### config.mk
export PLATFORM = sky130hd
export DESIGN_NAME = fpk_keypad_menu
export DESIGN_NICKNAME = d
export VERILOG_FILES = /design/src/include/fpk_pkg.sv /design/src/hw/fpk_keypad_menu.sv
export SDC_FILE = /design/constraint.sdc
export NUM_CORES = 2
export LEC_CHECK = 0
export BUFFER_PORTS_ARGS = -buffer_cell sky130_fd_sc_hd__clkbuf_2
export CAP_MARGIN = 30
export CORE_MARGIN = 2
export CORE_UTILIZATION = 45
export CTS_CLUSTER_SIZE = 24
export DETAILED_ROUTE_END_ITERATION = 7
export PLACE_DENSITY = 0.69
export SYNTH_ARGS = -nofsm -noshare
export SYNTH_HDL_FRONTEND = slang
export SYNTH_SLANG_ARGS = --single-unit
### constraint.sdc
create_clock -name REF_CLK -period 4.35 [get_ports REF_CLK]
set_input_delay 0.435 -clock REF_CLK [delete_from_list [all_inputs] [get_ports REF_CLK]]
set_output_delay 0.435 -clock REF_CLK [all_outputs]
set_load 0.01 [all_outputs]
### src/include/fpk_pkg.sv
// Purpose: shared constants for the front panel keypad menu block
// Assumes: 50 MHz clock, AHB-Lite register access
// Notes:   offsets are byte addresses of word registers
`default_nettype none
package fpk_pkg;
   // ************************************************************
   // register map
   // ************************************************************
   localparam logic [7:0] OFS_CTRL   = 8'h00; // control: source, direction, pot, trip
   localparam logic [7:0] OFS_STATUS = 8'h04; // status: mode, leds, unstored-edit flag
   localparam logic [7:0] OFS_VALUE  = 8'h08; // committed value of selected code
   localparam logic [7:0] OFS_CODE   = 8'h0c; // current code group and index
   localparam logic [7:0] OFS_LIVE   = 8'h10; // monitored frequency
   // control fields
   localparam int CTRL_SRC_LSB  = 0;  // run command source, 2 bits
   localparam int CTRL_DIR_BIT  = 2;  // run key direction, 1 = reverse
   localparam int CTRL_POT_BIT  = 3;  // knob selected for frequency
   localparam int CTRL_TRIP_BIT = 4;  // trip condition from motor core
   localparam int CTRL_RUN_BIT  = 5;  // output stage active
   localparam int CTRL_FLT_LSB  = 8;  // fault code, 4 bits
   // run command source encodings
   localparam logic [1:0] SRC_TERMINAL = 2'h1;
   localparam logic [1:0] SRC_KEYPAD   = 2'h2;
   localparam logic [1:0] SRC_NETWORK  = 2'h3;
   // function groups
   typedef enum logic [2:0] {
      GRP_D, GRP_F, GRP_A, GRP_B, GRP_C, GRP_H, GRP_E
   } fpk_grp_t;
   localparam logic [2:0] GRP_LAST = 3'h5; // last navigable group
   localparam logic [3:0] IDX_LAST = 4'hf; // codes per group minus one
   // seven-segment glyphs, gfedcba
   localparam logic [6:0] SEG_BLANK = 7'h00;
   localparam logic [6:0] SEG_ALL   = 7'h7f;
   // timing
   localparam int CLK_HZ       = 50_000_000;
   localparam int DEBOUNCE_MS  = 10;
   localparam int TEST_MS      = 500;
   localparam int SCAN_US      = 1000;
   localparam int SCAN_CYC     = CLK_HZ / 1_000_000 * SCAN_US;
endpackage : fpk_pkg
`default_nettype wire
### src/hw/fpk_keypad_menu.sv
// Purpose: front panel keypad, display and indicator logic for a motor drive
// Assumes: keys are synchronous active-high levels; motor core and nvm are outside
// Notes:   registers reached over AHB-Lite; one 32-bit word per register
`timescale 1ns/1ns
`default_nettype none
// What this block does
// run led follows active output stage
// program led lit while editing
// run-key led only when key accepted
// run key issues forward or reverse
// stop key stops motor, clears trip
// four seven-segment digits show codes
// exactly one of hertz or amps lit
// alarm led and relay follow trip
// store key writes edited value
// four-character codes grouped by letter
// monitor group enters monitoring state; function on a d-group code goes to ST_BROWSE, not ST_MONITOR
// other groups enter editing state
// fault shows error code automatically
// function moves across, up/down move/edit
// test pattern then zero hertz reading
// values change only while editing
// b and d shown lower case
// pot led when knob is source
// source codes 01 terminals 02 keypad 03 net
// each press debounced, one event
// unstored edit discarded on leaving
module fpk_keypad_menu #(
   parameter int DEBOUNCE_CYC = fpk_pkg::CLK_HZ / 1000 * fpk_pkg::DEBOUNCE_MS,
   parameter int TEST_CYC     = fpk_pkg::CLK_HZ / 1000 * fpk_pkg::TEST_MS
) (
   input  wire logic        REF_CLK,
   input  wire logic        RST,
   input  wire logic        HSEL,
   input  wire logic [31:0] HADDR,
   input  wire logic [1:0]  HTRANS,
   input  wire logic        HWRITE,
   input  wire logic [2:0]  HSIZE,
   input  wire logic [31:0] HWDATA,
   input  wire logic        HREADY,
   output logic      [31:0] HRDATA,
   output logic             HREADYOUT,
   output logic             HRESP,
   input  wire logic        KEY_FUNC,
   input  wire logic        KEY_UP,
   input  wire logic        KEY_DOWN,
   input  wire logic        COMMIT_KEY,
   input  wire logic        KEY_RUN,
   input  wire logic        KEY_STOP,
   output logic      [6:0]  SEG,
   output logic      [3:0]  DIGIT_EN,
   output logic             LED_RUN,
   output logic             EDIT_STATE_INDICATOR,
   output logic             LED_RUN_EN,
   output logic             LED_POT,
   output logic             LED_HZ,
   output logic             LED_AMP,
   output logic             LED_POWER,
   output logic             LED_ALARM,
   output logic             ALARM_RELAY,
   output logic             RUN_FWD,
   output logic             RUN_REV,
   output logic             STOP_CMD,
   output logic             TRIP_RESET,
   output logic             NVM_WRITE,
   output logic      [15:0] NVM_DATA,
   output logic      [7:0]  NVM_ADDR
);
   // ************************************************************
   // state
   // ************************************************************
   typedef enum {ST_TEST, ST_MONITOR, ST_BROWSE, ST_EDIT, ST_FAULT} fpk_state_t;
   fpk_state_t  state_q;
   logic [31:0] ctrl_q;
   logic [15:0] live_q;
   logic [15:0] values_q [0:95];
   logic [2:0]  grp_q;
   logic [3:0]  idx_q;
   logic [15:0] edit_q;
   logic        dirty_q;
   logic [31:0] test_cnt_q;
   logic [5:0]  key_raw;
   logic [5:0]  key_stable_q;
   logic [5:0]  key_press;
   logic [6:0]  vaddr;
   logic [15:0] scan_cnt_q;
   logic [1:0]  digit_q;
   logic [1:0]  src;
   logic        trip;
   logic        running;
   logic        run_key_ok;

   assign key_raw    = {KEY_STOP, KEY_RUN, COMMIT_KEY, KEY_DOWN, KEY_UP, KEY_FUNC};
   assign src        = ctrl_q[fpk_pkg::CTRL_SRC_LSB +: 2];
   assign trip       = ctrl_q[fpk_pkg::CTRL_TRIP_BIT];
   assign running    = ctrl_q[fpk_pkg::CTRL_RUN_BIT];
   assign run_key_ok = (src == fpk_pkg::SRC_KEYPAD) && !trip;
   assign vaddr      = 7'({grp_q, idx_q});

   // ************************************************************
   // key debounce, one pulse per press
   // ************************************************************
   generate
      for (genvar k = 0; k < 6; k++) begin : g_key
         logic [31:0] cnt_q;
         logic        last_q;
         // count while input differs from stable level
         always_ff @(posedge REF_CLK) begin
            if (RST) begin
               cnt_q           <= 32'h0;
               key_stable_q[k] <= 1'b0;
            end else if (key_raw[k] == key_stable_q[k]) begin
               cnt_q <= 32'h0;
            end else if (cnt_q >= 32'(DEBOUNCE_CYC - 1)) begin
               cnt_q           <= 32'h0;
               key_stable_q[k] <= key_raw[k];
            end else begin
               cnt_q <= cnt_q + 32'h1;
            end
         end
         // rising edge of stable level
         always_ff @(posedge REF_CLK) begin
            if (RST) begin
               last_q <= 1'b0;
            end else begin
               last_q <= key_stable_q[k];
            end
         end
         assign key_press[k] = key_stable_q[k] & ~last_q;
      end
   endgenerate

   // ************************************************************
   // AHB-Lite slave, zero wait state
   // ************************************************************
   logic       ap_wr_q;
   logic       ap_rd_q;
   logic [7:0] ap_addr_q;
   logic       ap_valid;
   assign ap_valid = HSEL && HREADY && HTRANS[1];

   // capture address phase
   always_ff @(posedge REF_CLK) begin
      if (RST) begin
         ap_wr_q   <= 1'b0;
         ap_rd_q   <= 1'b0;
         ap_addr_q <= 8'h00;
      end else begin
         ap_wr_q   <= ap_valid && HWRITE;
         ap_rd_q   <= ap_valid && !HWRITE;
         ap_addr_q <= HADDR[7:0];
      end
   end

   // control register written by software
   always_ff @(posedge REF_CLK) begin
      if (RST) begin
         ctrl_q <= 32'h0000_0001;
      end else if (ap_wr_q && ap_addr_q == fpk_pkg::OFS_CTRL) begin
         ctrl_q <= HWDATA;
      end
   end

   // live frequency written by motor core software
   always_ff @(posedge REF_CLK) begin
      if (RST) begin
         live_q <= 16'h0000;
      end else if (ap_wr_q && ap_addr_q == fpk_pkg::OFS_LIVE) begin
         live_q <= HWDATA[15:0];
      end
   end

   // read data, unmapped reads as zero
   always_ff @(posedge REF_CLK) begin
      if (RST) begin
         HRDATA <= 32'h0;
      end else if (ap_valid && !HWRITE) begin
         case (HADDR[7:0])
            fpk_pkg::OFS_CTRL:   HRDATA <= ctrl_q;
            fpk_pkg::OFS_STATUS: HRDATA <= {24'h0, dirty_q, EDIT_STATE_INDICATOR, LED_RUN_EN,
                                            LED_ALARM, 1'b0, 3'(state_q)};
            fpk_pkg::OFS_VALUE:  HRDATA <= {16'h0, values_q[vaddr]};
            fpk_pkg::OFS_CODE:   HRDATA <= {24'h0, 1'b0, grp_q, idx_q};
            fpk_pkg::OFS_LIVE:   HRDATA <= {16'h0, live_q};
            default:             HRDATA <= 32'h0;
         endcase
      end
   end

   // always ready, always okay
   always_ff @(posedge REF_CLK) begin
      HREADYOUT <= 1'b1;
      HRESP     <= 1'b0;
   end

   // ************************************************************
   // menu state machine
   // ************************************************************
   always_ff @(posedge REF_CLK) begin
      if (RST) begin
         state_q    <= ST_TEST;
         test_cnt_q <= 32'h0;
         grp_q      <= 3'(fpk_pkg::GRP_D);
         idx_q      <= 4'h0;
         edit_q     <= 16'h0;
         dirty_q    <= 1'b0;
      end else begin
         case (state_q)
            ST_TEST: begin
               if (test_cnt_q >= 32'(TEST_CYC - 1)) begin
                  state_q <= ST_MONITOR;
               end else begin
                  test_cnt_q <= test_cnt_q + 32'h1;
               end
            end
            ST_MONITOR, ST_BROWSE: begin
               if (trip) begin
                  state_q <= ST_FAULT;
               end else if (key_press[0]) begin
                  if (state_q == ST_BROWSE && grp_q != 3'(fpk_pkg::GRP_D)) begin
                     edit_q  <= values_q[vaddr];
                     dirty_q <= 1'b0;
                     state_q <= ST_EDIT;
                  end else begin
                     state_q <= ST_BROWSE;
                  end
               end else if (key_press[1] || key_press[2]) begin
                  if (idx_q == 4'h0 && state_q == ST_BROWSE && key_press[1]) begin
                     grp_q <= (grp_q == fpk_pkg::GRP_LAST) ? 3'(fpk_pkg::GRP_D) : grp_q + 3'h1;
                  end else if (key_press[1]) begin
                     idx_q <= idx_q + 4'h1;
                  end else begin
                     idx_q <= idx_q - 4'h1;
                  end
                  state_q <= ST_BROWSE;
               end
            end
            ST_EDIT: begin
               if (trip) begin
                  dirty_q <= 1'b0;
                  state_q <= ST_FAULT;
               end else if (key_press[1]) begin
                  edit_q  <= edit_q + 16'h1;
                  dirty_q <= 1'b1;
               end else if (key_press[2]) begin
                  edit_q  <= edit_q - 16'h1;
                  dirty_q <= 1'b1;
               end else if (key_press[3] || key_press[0]) begin
                  dirty_q <= 1'b0;
                  state_q <= ST_BROWSE;
               end
            end
            ST_FAULT: begin
               if (!trip) begin
                  state_q <= (grp_q == 3'(fpk_pkg::GRP_D)) ? ST_MONITOR : ST_BROWSE;
               end
            end
            default: state_q <= ST_MONITOR;
         endcase
      end
   end

   // value store and nvm write on commit
   always_ff @(posedge REF_CLK) begin
      if (RST) begin
         NVM_WRITE <= 1'b0;
         NVM_DATA  <= 16'h0;
         NVM_ADDR  <= 8'h00;
         values_q  <= '{default: 16'h0}; // no unknown value before the first store
      end else begin
         NVM_WRITE <= 1'b0;
         if (state_q == ST_EDIT && key_press[3] && dirty_q && !trip) begin
            values_q[vaddr] <= edit_q;
            NVM_WRITE       <= 1'b1;
            NVM_DATA        <= edit_q;
            NVM_ADDR        <= {1'b0, vaddr};
         end
      end
   end

   // ************************************************************
   // run, stop and trip commands
   // ************************************************************
   always_ff @(posedge REF_CLK) begin
      if (RST) begin
         RUN_FWD    <= 1'b0;
         RUN_REV    <= 1'b0;
         STOP_CMD   <= 1'b0;
         TRIP_RESET <= 1'b0;
      end else begin
         RUN_FWD    <= key_press[4] && run_key_ok && !ctrl_q[fpk_pkg::CTRL_DIR_BIT];
         RUN_REV    <= key_press[4] && run_key_ok && ctrl_q[fpk_pkg::CTRL_DIR_BIT];
         STOP_CMD   <= key_press[5] && running;
         TRIP_RESET <= key_press[5] && trip;
      end
   end

   // ************************************************************
   // indicators
   // ************************************************************
   always_ff @(posedge REF_CLK) begin
      if (RST) begin
         LED_RUN              <= 1'b0;
         EDIT_STATE_INDICATOR <= 1'b0;
         LED_RUN_EN           <= 1'b0;
         LED_POT              <= 1'b0;
         LED_HZ               <= 1'b0;
         LED_AMP              <= 1'b0;
         LED_POWER            <= 1'b0;
         LED_ALARM            <= 1'b0;
         ALARM_RELAY          <= 1'b0;
      end else begin
         LED_RUN              <= running;
         EDIT_STATE_INDICATOR <= (state_q == ST_BROWSE || state_q == ST_EDIT)
                                 && grp_q != 3'(fpk_pkg::GRP_D);
         LED_RUN_EN           <= run_key_ok;
         LED_POT              <= ctrl_q[fpk_pkg::CTRL_POT_BIT];
         LED_HZ               <= !(state_q == ST_BROWSE && grp_q == 3'(fpk_pkg::GRP_D) && idx_q == 4'h2);
         LED_AMP              <= state_q == ST_BROWSE && grp_q == 3'(fpk_pkg::GRP_D) && idx_q == 4'h2;
         LED_POWER            <= 1'b1;
         LED_ALARM            <= trip;
         ALARM_RELAY          <= trip;
      end
   end

   // ************************************************************
   // display scan, four digits
   // ************************************************************
   function automatic logic [6:0] hex_seg(input logic [3:0] v);
      case (v)
         4'h0: hex_seg = 7'h3f;
         4'h1: hex_seg = 7'h06;
         4'h2: hex_seg = 7'h5b;
         4'h3: hex_seg = 7'h4f;
         4'h4: hex_seg = 7'h66;
         4'h5: hex_seg = 7'h6d;
         4'h6: hex_seg = 7'h7d;
         4'h7: hex_seg = 7'h07;
         4'h8: hex_seg = 7'h7f;
         4'h9: hex_seg = 7'h6f;
         default: hex_seg = 7'h40;
      endcase
   endfunction

   // group letter, b and d lower case
   function automatic logic [6:0] grp_seg(input logic [2:0] g);
      case (g)
         3'(fpk_pkg::GRP_D): grp_seg = 7'h5e;
         3'(fpk_pkg::GRP_F): grp_seg = 7'h71;
         3'(fpk_pkg::GRP_A): grp_seg = 7'h77;
         3'(fpk_pkg::GRP_B): grp_seg = 7'h7c;
         3'(fpk_pkg::GRP_C): grp_seg = 7'h39;
         3'(fpk_pkg::GRP_H): grp_seg = 7'h76;
         default:            grp_seg = 7'h79;
      endcase
   endfunction

   logic [15:0] shown;
   logic [6:0]  seg_d;
   // select what the four digits show
   always_comb begin
      shown = live_q;
      seg_d = fpk_pkg::SEG_BLANK;
      case (state_q)
         ST_TEST:    seg_d = fpk_pkg::SEG_ALL;
         ST_MONITOR: shown = live_q;
         ST_EDIT:    shown = edit_q;
         ST_FAULT:   shown = {4'he, 8'h00, ctrl_q[fpk_pkg::CTRL_FLT_LSB +: 4]};
         default:    shown = {1'b0, grp_q, 8'h00, idx_q};
      endcase
      if (state_q != ST_TEST) begin
         if (digit_q == 2'h3 && (state_q == ST_BROWSE || state_q == ST_FAULT)) begin
            seg_d = (state_q == ST_FAULT) ? grp_seg(3'h6) : grp_seg(grp_q);
         end else begin
            seg_d = hex_seg(shown[4*digit_q +: 4]);
         end
      end
   end

   // digit multiplex
   always_ff @(posedge REF_CLK) begin
      if (RST) begin
         scan_cnt_q <= 16'h0;
         digit_q    <= 2'h0;
         SEG        <= fpk_pkg::SEG_BLANK;
         DIGIT_EN   <= 4'h0;
      end else begin
         if (scan_cnt_q >= 16'(fpk_pkg::SCAN_CYC - 1)) begin
            scan_cnt_q <= 16'h0;
            digit_q    <= digit_q + 2'h1;
         end else begin
            scan_cnt_q <= scan_cnt_q + 16'h1;
         end
         SEG      <= seg_d;
         DIGIT_EN <= 4'(4'h1 << digit_q);
      end
   end
endmodule : fpk_keypad_menu
`default_nettype wire

==> results.txt <==
The die extent in x was 442 um; the standby leakage power was 32.0 nW. For this run, the post-layout net count is 10500. Detailed placement ended at an HPWL of 203000 um.

STA puts the critical path data required time at 5.10 ns. After the flow finishes, the layout carries non-filler instances totaling 13000. In this run the tightest slew margin relative to its limit is 12.8%. The number of unique standard cell types used by synthesis came out at 100.

The checks that failed: design-rule violations, negative hold slack. The fraction of layout cells with a size suffix above 1 is 12.5%. STA classifies the critical path endpoint as a flip-flop. Per report_power, the combinational group accounts for 6.9% of the total.

Pin placement for this block handled 163 I/O pins. Timing would allow up to 246 MHz. Largest driver fanout on the critical path: 30. Of the total power, the share spent switching nets is 24.9%. The later pin in the worst-skew pair is clocked with a latency of 0.90 ns.

Synthesis handed over a netlist of 10500 instances. The final max-slew violation count was 0. The run gives 45.4% as the register area share after synthesis.

Of the available clock period, the critical path in the final layout requires 93.5%. Adding up every negative setup slack in the final design gives 0 ns. The run gives 208 as the largest net degree at the start of global routing. The tools report the max capacitance violation total as 0.

The run finished, with violations left. TritonCTS built the clock tree. For this run, design rule violations remaining after detail routing come to 2.

The number of synthesized register bits was 1953. The total power divided by cell area is 397 mW/mm2. Clock tree synthesis found a total of 1953 sinks.

For the total core area, the log shows 0.190 mm2. The number of nets with antenna violations after routing is 0, and the post-cts sizing count is 0. The run gives -0.00447 ns as the hold slack.

The first global-routing pass estimated 492000 um of wire. The global routing stage identified its most utilized layer as met2. The routed layout has 83600 vias. The run gives 41.4% as the global-route track usage on met1.

After detailed routing, the average wire length per cell comes to 25.6 um. The clock passes through at most 3 buffers. From synthesis to final layout, the design area changed by 12.7%.

Dividing the synthesized area by the synthesized cell count gives 8.20 um2. The total internal power is 29.0 mW, and the worst setup skew after layout is 0.0616 ns. The tree is rooted in a sky130_fd_sc_hd__clkbuf_16. In this run the number of H-tree levels came out at 4.

VDD sags by at most 0.000381 V. The worst setup path is launched from a flip-flop. By startpoint and endpoint, the worst setup path is classified as flip-flop to flip-flop. The placement row count is 160, and the count of buffers inserted at the top-level ports is 131. Sequential cells account for 46.7% of the total power.

The most common flop cell mapped by yosys is sky130_fd_sc_hd__dfxtp_1. For this configuration, the core starts out at a cell density of 45.3%. After clock tree synthesis, the clock-pin slew on the worst setup and hold paths is 0.07 ns. STA puts the critical path data arrival time at 4.82 ns.

In this run the cell area of the synthesized design comes to 0.0862 mm2. The post-synthesis async set-or-reset flop share came out at 0%. For this run, global-route usage on met2 was measured as 48.5%. The run gives 9.62 mW as the net switching power. The shortest period the worst path allows came out at 4.07 ns. The die covers 0.195 mm2.

Of the total power, the clock network draws 46.4%. At the pin with the least slew margin, the transition time is 1.31 ns. The initial antenna violation count came out at 15.

In the global route stage, met3 resource usage came out at 9.76%. The total wire length came out at 333000 um. The path class of the tightest hold or removal check is input port to flip-flop. The via count of the first global-routing pass came out at 78300. The synthesized design contains 0 enable-type register cells.

In this run the vertical extent of the chip is 442 um. Buffers added to address setup during post-CTS repair amount to 0. The number of placed instances, taps included, is 12600. The hold violation total from the final report was 1. The initial detailed-routing violation count was 13000; the detailed-router iteration count before antenna repair was 8.

Setup violations remaining at the end of the flow were counted as 0. Global routing finished with a remaining overflow of 0. Global routing used 32.8% of the available tracks.

Setup repair after global routing left no endpoint under its margin. The average via count per standard cell works out to 6.41. TritonCTS created 200 clock buffers.

Yosys printed 0 warnings. The congestion estimate from routability-driven global placement came to 0.969.
## cells by family after synthesis
kind of cell | after synthesis | synth area share [%]
and+or+nand+nor | 3045 | 15.1
DFF | 1953 | 45.4
adders and majority gates | 40 | 0.598
other | 2 | 0.00872
muxes | 445 | 7.13
AOI/OAI and AO/OA | 3790 | 24.7
buffers and inverters | 1094 | 5.65
xor gates and xnor gates | 138 | 1.40
## layout make-up
class,instances,area (um2)
flip-flops and latches,1953,39200
diodes,8,20.0
clock inverters,73,941
clock buffers,294,5870
fillers,17600,93000
repair buffers,617,5130
multi-input cells,7539,42700
well taps,2511,3140
inverters,34,133
## registers in the layout, summed over array words and instances (netlist names), 7 cells and up
name	cells
HRDATA	32
NVM_ADDR	7
NVM_DATA	16
SEG	7
ap_addr_q	8
ctrl_q	32
edit_q	16
g_key.cnt_q	192
live_q	16
scan_cnt_q	16
test_cnt_q	32
values_q	1536
## placed cells by master (no fill, tap or decap), types with 148 or more instances in the layout
master                      count
sky130_fd_sc_hd__a21oi_1     1724
sky130_fd_sc_hd__a221oi_1     160
sky130_fd_sc_hd__buf_4        381
sky130_fd_sc_hd__clkbuf_16    204
sky130_fd_sc_hd__dfxtp_1     1931
sky130_fd_sc_hd__mux2_2       179
sky130_fd_sc_hd__mux2i_1      148
sky130_fd_sc_hd__nand2_1     2183
sky130_fd_sc_hd__nor2_1       377
sky130_fd_sc_hd__o21ai_0     1319
## repair_timing
item | 4_1_cts | 5_1_grt
hold buffers | 51 | 0
endpoints found under the setup margin | 0 | 0
hold endpoints to repair | 63 | 0
## per-stage QoR
step | hold WS, ns | area, um2 | setup slack [ns] | util (%) | power (mW)
after floorplan | 0.392 | 86500 | 1.48 | - | 19.7
after global placement | 0.424 | 89500 | 0.585 | 47.1 | 20.8
after detailed placement | 0.444 | 89700 | 0.618 | 47.2 | 20.9
after CTS | 0.00479 | 97100 | 0.576 | 51.0 | 38.5
after global routing | 0.0596 | 97100 | 0.323 | 51.1 | 39.4
final | -0.00447 | 97100 | 0.282 | 51.1 | 38.6
## synth_stat cells (30+ instances only)
cell type,count,area (um2)
sky130_fd_sc_hd__nor3_1,40,200
sky130_fd_sc_hd__mux2i_1,148,1480
sky130_fd_sc_hd__a21oi_1,1724,8630
sky130_fd_sc_hd__o211ai_1,40,300
sky130_fd_sc_hd__dfxtp_1,1953,39100
sky130_fd_sc_hd__buf_4,79,593
sky130_fd_sc_hd__nor2b_1,42,263
sky130_fd_sc_hd__clkbuf_1,718,2700
sky130_fd_sc_hd__o21ai_1,44,220
sky130_fd_sc_hd__a22oi_1,119,893
sky130_fd_sc_hd__xnor2_1,62,543
sky130_fd_sc_hd__a221o_1,52,521
sky130_fd_sc_hd__mux2_2,179,2020
sky130_fd_sc_hd__and3_1,60,375
sky130_fd_sc_hd__inv_1,30,113
sky130_fd_sc_hd__o221ai_1,35,307
sky130_fd_sc_hd__mux4_2,117,2640
sky130_fd_sc_hd__o21ai_0,1319,6600
sky130_fd_sc_hd__a31oi_1,30,188
sky130_fd_sc_hd__buf_2,205,1030
sky130_fd_sc_hd__buf_1,30,113
sky130_fd_sc_hd__a221oi_1,160,1400
sky130_fd_sc_hd__ha_1,38,475
sky130_fd_sc_hd__nand2_1,2191,8220
sky130_fd_sc_hd__o2bb2ai_1,31,272
sky130_fd_sc_hd__xor2_1,76,666
sky130_fd_sc_hd__nor2_1,381,1430
sky130_fd_sc_hd__nand3_1,94,470
## per-layer routing
layer / part of all wire [%] / wire length (um)
met1: 37 / 123000
met2: 42 / 141000
met3: 14 / 45000
met4: 7.5 / 24900
met5: 0.043 / 142
## critical path: stages, from the launching register on
cell                       delay (ns)
sky130_fd_sc_hd__dfxtp_4         0.73
sky130_fd_sc_hd__buf_4           0.42
sky130_fd_sc_hd__nand2b_1        0.49
sky130_fd_sc_hd__o221ai_1        0.48
sky130_fd_sc_hd__o221ai_1        0.48
sky130_fd_sc_hd__a311oi_1        0.75
sky130_fd_sc_hd__buf_4           0.24
sky130_fd_sc_hd__nand2_1         0.07
sky130_fd_sc_hd__a311oi_2        0.23
## final timing paths
path	start	end	slack, ns	depth (start not counted)
worst max register to register	idx_q[0]$_SDFFE_PP0P_	edit_q[15]$_SDFFE_PP0P_	0.28	8
worst min register to register	values_q[386]$_SDFFE_PP0P_	values_q[386]$_SDFFE_PP0P_	0.45	2
worst min-delay path	RST	ap_addr_q[0]$_SDFF_PP0_	-0.004	2
worst max-delay path	idx_q[0]$_SDFFE_PP0P_	edit_q[15]$_SDFFE_PP0P_	0.28	8
## power by group through the flow
stage,Clock [mW],Combinational (mW),Sequential (mW)
after floorplan,0,1.35,18.4
after detailed placement,0,2.46,18.4
final,17.9,2.66,18.0
after global routing,18.7,2.65,18.0
after CTS,18.0,2.50,18.0
after global placement,0,2.41,18.4
Power figures use the tool's default switching activity.
